[src/dopwm_pkg.sv]
// package for the dual output modulator: register map, fields, modes
package dopwm_pkg;
  // register addresses on the special-function bus
  localparam logic [7:0] addr_modulator_control = 8'hae;
  localparam logic [7:0] addr_duty_low_byte = 8'hb1;
  localparam logic [7:0] addr_duty_high_byte = 8'hb2;
  localparam logic [7:0] addr_period_low_byte = 8'hb3;
  localparam logic [7:0] addr_period_high_byte = 8'hb4;
  localparam logic [7:0] reset_byte = 8'h00;
  localparam logic [7:0] control_write_mask = 8'h7f;
  // control field positions
  localparam int mode_msb = 6;
  localparam int mode_lsb = 4;
  localparam int prescale_msb = 3;
  localparam int prescale_lsb = 2;
  localparam int source_msb = 1;
  localparam int source_lsb = 0;
  // prescale terminal counts (divide minus one)
  localparam logic [5:0] div1_last = 6'h00;
  localparam logic [5:0] div4_last = 6'h03;
  localparam logic [5:0] div16_last = 6'h0f;
  localparam logic [5:0] div64_last = 6'h3f;
  localparam logic [3:0] xtal_div15_last = 4'he;
  typedef enum logic [2:0] {
    dopwm_off_e, dopwm_single16_e, dopwm_twin8_e, dopwm_twin16_e,
    dopwm_nrz_e, dopwm_dual8_e, dopwm_rz_e, dopwm_hold_e
  } dopwm_mode_t;
endpackage : dopwm_pkg

[src/dopwm_top.sv]
// dual output pulse-width modulator with byte register interface
//
// Functional notes
// - mode bits 6..4 select off, single16, twin8, twin16, dual8 operation.
// - mode 100 gives two independent 16-bit non-return-to-zero density outputs.
// - mode 110 gives two independent 16-bit return-to-zero density outputs.
// - mode 111 holds counter in reset, outputs unused.
// - bits 1..0 pick crystal/15, crystal, external pin, or pll clock.
// - control bit 7 is not implemented; writes ignored, reads zero.
// - any control write resets the modulation counter.
// - low byte writes land in a hidden holding register.
// - high byte write loads high and held low byte together.
// - pwm modes take new values at the next cycle boundary; density modes at the next tick.
// - output duty comes from the two register pairs.
// - two modes act as sigma-delta bitstreams up to 16 bits.
// - single16: period from second pair, duty from first pair.
// - twin16: high below compare, low from equality until rollover.
// - density modes step every modulator tick, high count per 65536.
// - when disabled both pins are released to ordinary port use.
`timescale 1ns/1ps
module dopwm_top (
  input wire logic clock,
  input wire logic srst,
  input wire logic clk_en,
  input wire logic sfr_wr,
  input wire logic sfr_rd,
  input wire logic [7:0] sfr_addr,
  input wire logic [7:0] sfr_wdata,
  output logic [7:0] sfr_rdata,
  output logic sfr_hit,
  input wire logic crystal_clock,
  input wire logic pll_clock,
  input wire logic external_clock_pin,
  output logic first_output_pin,
  output logic second_output_pin,
  output logic first_output_active,
  output logic second_output_active
);
  ////////////////////////////////////////////////////////////////////////
  // registers
  logic [7:0] modulator_control;
  logic [15:0] duty_reg;
  logic [15:0] period_reg;
  logic [7:0] hidden_low;
  logic [15:0] duty_live;
  logic [15:0] period_live;
  logic ctrl_wr;
  dopwm_pkg::dopwm_mode_t mode;
  assign ctrl_wr = clk_en & sfr_wr & (sfr_addr == dopwm_pkg::addr_modulator_control);
  assign mode = dopwm_pkg::dopwm_mode_t'(modulator_control[dopwm_pkg::mode_msb:dopwm_pkg::mode_lsb]);

  // control register, bit 7 never stored
  always_ff @(posedge clock) begin
    if (srst) begin
      modulator_control <= dopwm_pkg::reset_byte;
    end else if (ctrl_wr) begin
      modulator_control <= sfr_wdata & dopwm_pkg::control_write_mask;
    end
  end

  // hidden holding byte shared by both low-byte addresses
  always_ff @(posedge clock) begin
    if (srst) begin
      hidden_low <= dopwm_pkg::reset_byte;
    end else if (clk_en && sfr_wr && (sfr_addr == dopwm_pkg::addr_duty_low_byte ||
                                      sfr_addr == dopwm_pkg::addr_period_low_byte)) begin
      hidden_low <= sfr_wdata;
    end
  end

  // visible pairs: high byte write commits the held low byte too
  always_ff @(posedge clock) begin
    if (srst) begin
      duty_reg <= 16'h0000;
      period_reg <= 16'h0000;
    end else if (clk_en && sfr_wr) begin
      if (sfr_addr == dopwm_pkg::addr_duty_high_byte) begin
        duty_reg <= {sfr_wdata, hidden_low};
      end
      if (sfr_addr == dopwm_pkg::addr_period_high_byte) begin
        period_reg <= {sfr_wdata, hidden_low};
      end
    end
  end

  ////////////////////////////////////////////////////////////////////////
  // clock source and prescaler
  logic xtal_rise;
  logic ext_rise;
  logic [3:0] xtal15_cnt;
  logic src_tick;
  logic [5:0] pre_cnt;
  logic [5:0] pre_last;
  logic tick;

  dopwm_edge u_xtal_edge (
    .clock(clock),
    .srst(srst),
    .clk_en(clk_en),
    .level(crystal_clock),
    .rise(xtal_rise)
  );
  dopwm_edge u_ext_edge (
    .clock(clock),
    .srst(srst),
    .clk_en(clk_en),
    .level(external_clock_pin),
    .rise(ext_rise)
  );

  // crystal divided by fifteen
  always_ff @(posedge clock) begin
    if (srst) begin
      xtal15_cnt <= 4'h0;
    end else if (clk_en && xtal_rise) begin
      xtal15_cnt <= (xtal15_cnt == dopwm_pkg::xtal_div15_last) ? 4'h0 : xtal15_cnt + 4'h1;
    end
  end

  // source select; pll clock arrives as a level sampled here, so one tick per clock at most
  always_comb begin
    unique case (modulator_control[dopwm_pkg::source_msb:dopwm_pkg::source_lsb])
      2'b00: src_tick = xtal_rise && (xtal15_cnt == dopwm_pkg::xtal_div15_last);
      2'b01: src_tick = xtal_rise;
      2'b10: src_tick = ext_rise;
      2'b11: src_tick = clk_en & pll_clock;
    endcase
  end

  always_comb begin
    unique case (modulator_control[dopwm_pkg::prescale_msb:dopwm_pkg::prescale_lsb])
      2'b00: pre_last = dopwm_pkg::div1_last;
      2'b01: pre_last = dopwm_pkg::div4_last;
      2'b10: pre_last = dopwm_pkg::div16_last;
      2'b11: pre_last = dopwm_pkg::div64_last;
    endcase
  end

  // prescaler restarts with the counter on a control write
  always_ff @(posedge clock) begin
    if (srst || ctrl_wr) begin
      pre_cnt <= 6'h00;
    end else if (src_tick) begin
      pre_cnt <= (pre_cnt == pre_last) ? 6'h00 : pre_cnt + 6'h01;
    end
  end
  assign tick = src_tick && (pre_cnt == pre_last);

  ////////////////////////////////////////////////////////////////////////
  // modulation counter
  logic [15:0] count;
  logic [15:0] next_count;
  logic cycle_end;
  logic counter_run;
  assign counter_run = (mode != dopwm_pkg::dopwm_off_e) && (mode != dopwm_pkg::dopwm_hold_e);

  // wrap point: single16 uses the period pair, twin8 the period low byte, dual8 wraps at 255
  always_comb begin
    unique case (mode)
      dopwm_pkg::dopwm_single16_e: cycle_end = (count == period_live - 16'h0001);
      dopwm_pkg::dopwm_twin8_e: cycle_end = (count[7:0] == period_live[7:0]);
      dopwm_pkg::dopwm_dual8_e: cycle_end = (count[7:0] == 8'hff);
      default: cycle_end = (count == 16'hffff);
    endcase
    next_count = cycle_end ? 16'h0000 : count + 16'h0001;
  end

  always_ff @(posedge clock) begin
    if (srst || ctrl_wr || !counter_run) begin
      count <= 16'h0000;
    end else if (tick) begin
      count <= next_count;
    end
  end

  // live copies load only at a cycle boundary, on a control write, or while the counter is stopped
  always_ff @(posedge clock) begin
    if (srst) begin
      duty_live <= 16'h0000;
      period_live <= 16'h0000;
    end else if (!counter_run || ctrl_wr || (tick && cycle_end)) begin
      duty_live <= duty_reg;
      period_live <= period_reg;
    end
  end

  ////////////////////////////////////////////////////////////////////////
  // density generators
  logic sd0;
  logic sd1;
  logic sd_run;
  assign sd_run = (mode == dopwm_pkg::dopwm_nrz_e) || (mode == dopwm_pkg::dopwm_rz_e);

  // unlike the pwm modes, density levels follow the registers each tick
  dopwm_sigma u_sd0 (
    .clock(clock),
    .srst(srst),
    .step(tick & sd_run),
    .clear(ctrl_wr | ~sd_run),
    .level(duty_reg),
    .bit_out(sd0)
  );
  dopwm_sigma u_sd1 (
    .clock(clock),
    .srst(srst),
    .step(tick & sd_run),
    .clear(ctrl_wr | ~sd_run),
    .level(period_reg),
    .bit_out(sd1)
  );

  // return-to-zero: a high bit lasts the first half of its tick period, or the whole tick with divide-by-1
  logic rz_half;
  always_ff @(posedge clock) begin
    if (srst || tick) begin
      rz_half <= 1'b1;
    end else if (src_tick && pre_cnt >= (pre_last >> 1)) begin
      rz_half <= 1'b0;
    end
  end

  ////////////////////////////////////////////////////////////////////////
  // output waveforms
  logic next_out0;
  logic next_out1;
  always_comb begin
    next_out0 = 1'b0;
    next_out1 = 1'b0;
    unique case (mode)
      dopwm_pkg::dopwm_single16_e: next_out0 = count < duty_live;
      dopwm_pkg::dopwm_twin8_e: begin
        next_out0 = count[7:0] < duty_live[7:0];
        next_out1 = (count[7:0] >= period_live[15:8]) && (count[7:0] < duty_live[15:8]);
      end
      dopwm_pkg::dopwm_twin16_e: begin
        next_out0 = count < duty_live;
        next_out1 = count < period_live;
      end
      dopwm_pkg::dopwm_nrz_e: begin
        next_out0 = sd0;
        next_out1 = sd1;
      end
      dopwm_pkg::dopwm_dual8_e: begin
        next_out0 = count[7:0] < duty_live[7:0];
        next_out1 = count[7:0] < duty_live[15:8];
      end
      dopwm_pkg::dopwm_rz_e: begin
        next_out0 = sd0 & rz_half;
        next_out1 = sd1 & rz_half;
      end
      dopwm_pkg::dopwm_off_e, dopwm_pkg::dopwm_hold_e: begin
        next_out0 = 1'b0;
        next_out1 = 1'b0;
      end
    endcase
  end

  // registered pins; enables tell the port mux to hand pins back
  always_ff @(posedge clock) begin
    if (srst) begin
      first_output_pin <= 1'b0;
      second_output_pin <= 1'b0;
      first_output_active <= 1'b0;
      second_output_active <= 1'b0;
    end else if (clk_en) begin
      first_output_pin <= next_out0;
      second_output_pin <= next_out1;
      first_output_active <= counter_run;
      second_output_active <= counter_run && (mode != dopwm_pkg::dopwm_single16_e);
    end
  end

  ////////////////////////////////////////////////////////////////////////
  // read path, low addresses read the committed low bytes
  always_comb begin
    sfr_hit = 1'b1;
    unique case (sfr_addr)
      dopwm_pkg::addr_modulator_control: sfr_rdata = modulator_control;
      dopwm_pkg::addr_duty_low_byte: sfr_rdata = duty_reg[7:0];
      dopwm_pkg::addr_duty_high_byte: sfr_rdata = duty_reg[15:8];
      dopwm_pkg::addr_period_low_byte: sfr_rdata = period_reg[7:0];
      dopwm_pkg::addr_period_high_byte: sfr_rdata = period_reg[15:8];
      default: begin
        sfr_rdata = dopwm_pkg::reset_byte;
        sfr_hit = 1'b0;
      end
    endcase
  end
endmodule : dopwm_top

[src/dopwm_edge.sv]
// rising edge detector for the slow clock sources
`timescale 1ns/1ps
module dopwm_edge (
  input wire logic clock,
  input wire logic srst,
  input wire logic clk_en,
  input wire logic level,
  output logic rise
);
  logic prev;
  // previous sample, inputs already synchronous
  always_ff @(posedge clock) begin
    if (srst) begin
      prev <= 1'b0;
    end else if (clk_en) begin
      prev <= level;
    end
  end
  assign rise = clk_en & level & ~prev;
endmodule : dopwm_edge

[src/dopwm_sigma.sv]
// first order pulse-density accumulator for one output
`timescale 1ns/1ps
module dopwm_sigma (
  input wire logic clock,
  input wire logic srst,
  input wire logic step,
  input wire logic clear,
  input wire logic [15:0] level,
  output logic bit_out
);
  logic [15:0] acc;
  logic [16:0] sum;
  assign sum = {1'b0, acc} + {1'b0, level};
  // carry out is the density bit: high exactly level times per 65536 steps
  always_ff @(posedge clock) begin
    if (srst || clear) begin
      acc <= 16'h0000;
      bit_out <= 1'b0;
    end else if (step) begin
      acc <= sum[15:0];
      bit_out <= sum[16];
    end
  end
endmodule : dopwm_sigma

[config.mk]
export PLATFORM = sky130hd
export DESIGN_NAME = dopwm_top
export DESIGN_NICKNAME = d
export VERILOG_FILES = /design/src/dopwm_pkg.sv /design/src/dopwm_top.sv /design/src/dopwm_edge.sv /design/src/dopwm_sigma.sv
export SDC_FILE = /design/constraint.sdc
export NUM_CORES = 1
export LEC_CHECK = 0
export ABC_AREA = 1
export BUFFER_PORTS_ARGS = -buffer_cell sky130_fd_sc_hd__buf_4
export CAP_MARGIN = 20
export CELL_PAD_IN_SITES_DETAIL_PLACEMENT = 1
export CELL_PAD_IN_SITES_GLOBAL_PLACEMENT = 2
export CORE_UTILIZATION = 38
export DETAILED_ROUTE_END_ITERATION = 8
export HOLD_SLACK_MARGIN = 0.05
export PLACE_DENSITY_LB_ADDON = 0.08
export SYNTH_ARGS = -nofsm -noshare
export SYNTH_HDL_FRONTEND = slang
export SYNTH_HIERARCHICAL = 1
export SYNTH_SLANG_ARGS = --single-unit
[constraint.sdc]
create_clock -name clock -period 3.6 [get_ports clock]
set_input_delay 0.9 -clock clock [delete_from_list [all_inputs] [get_ports clock]]
set_output_delay 0.9 -clock clock [all_outputs]
set_load 0.05 [all_outputs]
==> results.py <==
metrics = {
    "status": {
        "outcome": "finished, final reports clean",
    },
    "critical_path": {
        "worst-path-buf-inv": 2,
        "rrSetupSlack_ns": 0.80,
        "critical_path.cell_chain": "buf_4, nor4_1, nand2_1, o22ai_1, a221oi_1, o21ai_0, buf_4",
        "cpLargestDelayFamily": "simple AND/OR/NAND/NOR gates",
        "cp_data_required_time_ns": 2.70,
        "cp_common_cell": "buf_4",
        "cp.arrival_ns": 2.51,
        "path_class": "input pin to output port",
        "critPathLaunchType": "input pin",
        "cp_max_fo": 9,
        "end_kind": "output port",
        "cp_slowest_cell": "nor4_1",
        "max_stage_delay_ns": 0.37,
    },
    "yosys": {
        "ys_seq_area_frac": 0.2891,
        "synth_nets": 1695,
        "async_flop_share": 0,
        "postSynthAreaPerCell_um2": 6.382,
        "ys_dominant_reg_cell": "dfxtp_1",
        "synthCells": 1584,
        "synth.distinct_cells": 47,
        "netlist_area_um2": 10110,
        "ys_ff_latch": 146,
        "yosys_warnings": 6,
        "synth-edff-count": 0,
    },
    "power": {
        "seq_power_share": 0.455,
        "peakVddDrop_mv": 0.2584,
        "power_density_nw_per_um2": 315.4,
        "switchingPower_uw": 880.4,
        "p_comb_frac": 0.032,
        "p_sw_frac": 0.2467,
        "p_int_uw": 2688,
        "clockPowerShare": 0.513,
        "leakage_uw": 0.005169,
    },
    "route": {
        "ant_nets": 0,
        "first_pass_iters": 5,
        "vias_per_cell": 5.193,
        "vias": 10160,
        "drc_errors": 0,
        "drt-initial-drc-count": 566,
        "wl_per_cell_um": 17.30,
        "totalWireLength_mm": 33.84,
    },
    "global_route": {
        "grt_pass1_wl_mm": 53.30,
        "globalRouteOverflowTotal": 0,
        "antenna_found_initial": 1,
        "first_global_vias": 9922,
        "grt_max_degree": 65,
        "grt_use_total": 0.2563,
    },
    "flow_run": {
        "drv_cap": 0,
    },
    "layout": {
        "layout_commonest_cell": "nand2_1",
        "nNetsFinal": 1718,
        "syn_to_final_growth_pct": 11.92,
        "drive_gt1_frac": 0.08148,
        "final_cell_mix": "374 x nand2_1, 229 x inv_1, 174 x nor2_1",
    },
    "clocking": {
        "cts_buffers": 17,
        "cts.htree.levels": 4,
        "post_cts_buffers": 0,
        "clk_pin_slew_ns": 0.07,
        "clk_latency_ns": 0.44,
        "cts_hold_buf": 0,
        "root_buffer": "clkbuf_16",
        "cts.sinks": 146,
        "clk_path_buf_depth": 2,
        "cts_tree": "built",
    },
    "placed_design": {
        "hpwl_mm": 26.10,
        "port_buffers": 35,
        "gp_congestion": 0.8396,
    },
    "sta": {
        "rsz0062_at_grt": "false",
        "slew_violations": 0,
        "setup-tns-final_ns": 0,
        "tightest_slew_ns": 1.101,
        "clock.fmax_mhz": 293.4,
        "finalCriticalPeriod_ns": 3.408,
        "period_share": 0.9466,
        "setup-violations-final": 0,
        "slew_headroom": 0.2647,
        "fin_worst_skew_ns": 0.01728,
        "hold_ws_ns": 0.4738,
        "hold_violations": 0,
    },
    "die": {
        "chipWidth_um": 165.1,
        "die_y_um": 165.1,
        "core_um2": 26060,
        "initial_core_util": 0.3879,
        "num_rows": 59,
        "die-area_um2": 27260,
        "ios": 37,
    },
    "hold_path": {
        "min_path_type": "register to register",
    },
}
[path summary, 6_finish.rpt]
path,start,end,depth (start not counted)
worst max-delay path,sfr_addr[1],sfr_rdata[4],7
worst min-delay path,u_xtal_edge/prev,u_xtal_edge/prev,2
worst max register to register,modulator_control[6],period_live[10],17
worst min register to register,u_xtal_edge/prev,u_xtal_edge/prev,2
[worst register-to-register path, stage by stage (launching register included)]
cell     delay (ns)
dfxtp_1        0.38
inv_2          0.21
nand2_2        0.11
nor2_4         0.43
nand3_1        0.13
nand2_1        0.10
nand2_1        0.06
nor2_1         0.10
nand2_1        0.06
nor2_1         0.10
nand2_1        0.08
nor2_1         0.09
nand3_1        0.09
nand2_1        0.10
nand2_2        0.10
buf_12         0.23
a21oi_1        0.23
nor2_1         0.09
[synthesized netlist by cell type (3+ instances only)]
| cell type | number | area (µm²) |
|---|---|---|
| buf_1 | 6 | 22.52 |
| o22ai_1 | 8 | 50.05 |
| nor2_2 | 4 | 25.02 |
| a21oi_1 | 137 | 685.7 |
| o211ai_1 | 8 | 60.06 |
| clkbuf_1 | 22 | 82.58 |
| nand4_1 | 25 | 156.4 |
| or2_1 | 4 | 25.02 |
| nor3_2 | 6 | 60.06 |
| xnor2_1 | 5 | 43.79 |
| dfxtp_1 | 146 | 2923 |
| nor3_1 | 25 | 125.1 |
| inv_1 | 229 | 859.6 |
| nand2_2 | 17 | 106.4 |
| ha_1 | 85 | 1064 |
| buf_2 | 8 | 40.04 |
| inv_2 | 11 | 41.29 |
| o21ai_0 | 71 | 355.3 |
| nand2_1 | 376 | 1411 |
| nor2_1 | 174 | 653.1 |
| nand3_1 | 150 | 750.7 |
| xor2_1 | 12 | 105.1 |
| nand3_2 | 3 | 30.03 |
| o31ai_1 | 3 | 22.52 |
| a221oi_1 | 8 | 70.07 |
| nand3b_1 | 4 | 30.03 |
| buf_4 | 8 | 60.06 |
[what timing repair did]
| item | CTS | global route |
|---|---|---|
| setup endpoints to repair | 0 | 3 |
| endpoints found under the hold margin | 0 | 0 |
| gates resized for setup | 0 | 1 |
[layer usage]
metal / track usage / vias to the layer above / share of wire
met5: 0 / - / 0
met4: 0.06255 / 0 / 0.013
met3: 0.03172 / 29 / 0.028
met2: 0.4323 / 126 / 0.47
met1: 0.3447 / 4814 / 0.49
li1: - / 5189 / -
[per-stage QoR]
| step | utilization | std cells | power, µW | area [µm²] | setup slack (ns) |
|---|---|---|---|---|---|
| floorplan | - | 1584 | 1719 | 10110 | 0.1235 |
| global placement | 0.4116 | 1923 | 1771 | 10730 | 0.1660 |
| detailed placement | 0.4116 | 1923 | 1773 | 10730 | 0.1408 |
| CTS | 0.4340 | 1955 | 3603 | 11310 | 0.1348 |
| global route | 0.4341 | 1955 | 3664 | 11310 | 0.01342 |
| finish | 0.4341 | 1956 | 3568 | 11310 | 0.1922 |
[cell type report]
cell class	count	area, µm²
tap	335	419.2
clock buffer	18	429.2
antenna	1	2.502
clock inverter	14	153.9
fill	3503	14750
timing repair buffer	50	412.9
multi-input combinational	1151	6068
sequential	146	2923
inverter	241	904.6
[power by group through the flow]
stage	Combinational (µW)	Clock, µW	Sequential [µW]
floorplan	57.5	0	1660
global placement	113	0	1660
detailed placement	114	0	1660
CTS	114	1870	1620
global route	125	1920	1620
finish	115	1830	1620
[cell families after synthesis]
group	count (synthesis)	synth area share
simple gates	798	0.3411
buf+inv	287	0.1120
compound gates	249	0.1338
flops	146	0.2891
fa+ha+maj	87	0.1092
xor+xnor	17	0.01473
Power figures use the tool's default switching activity.
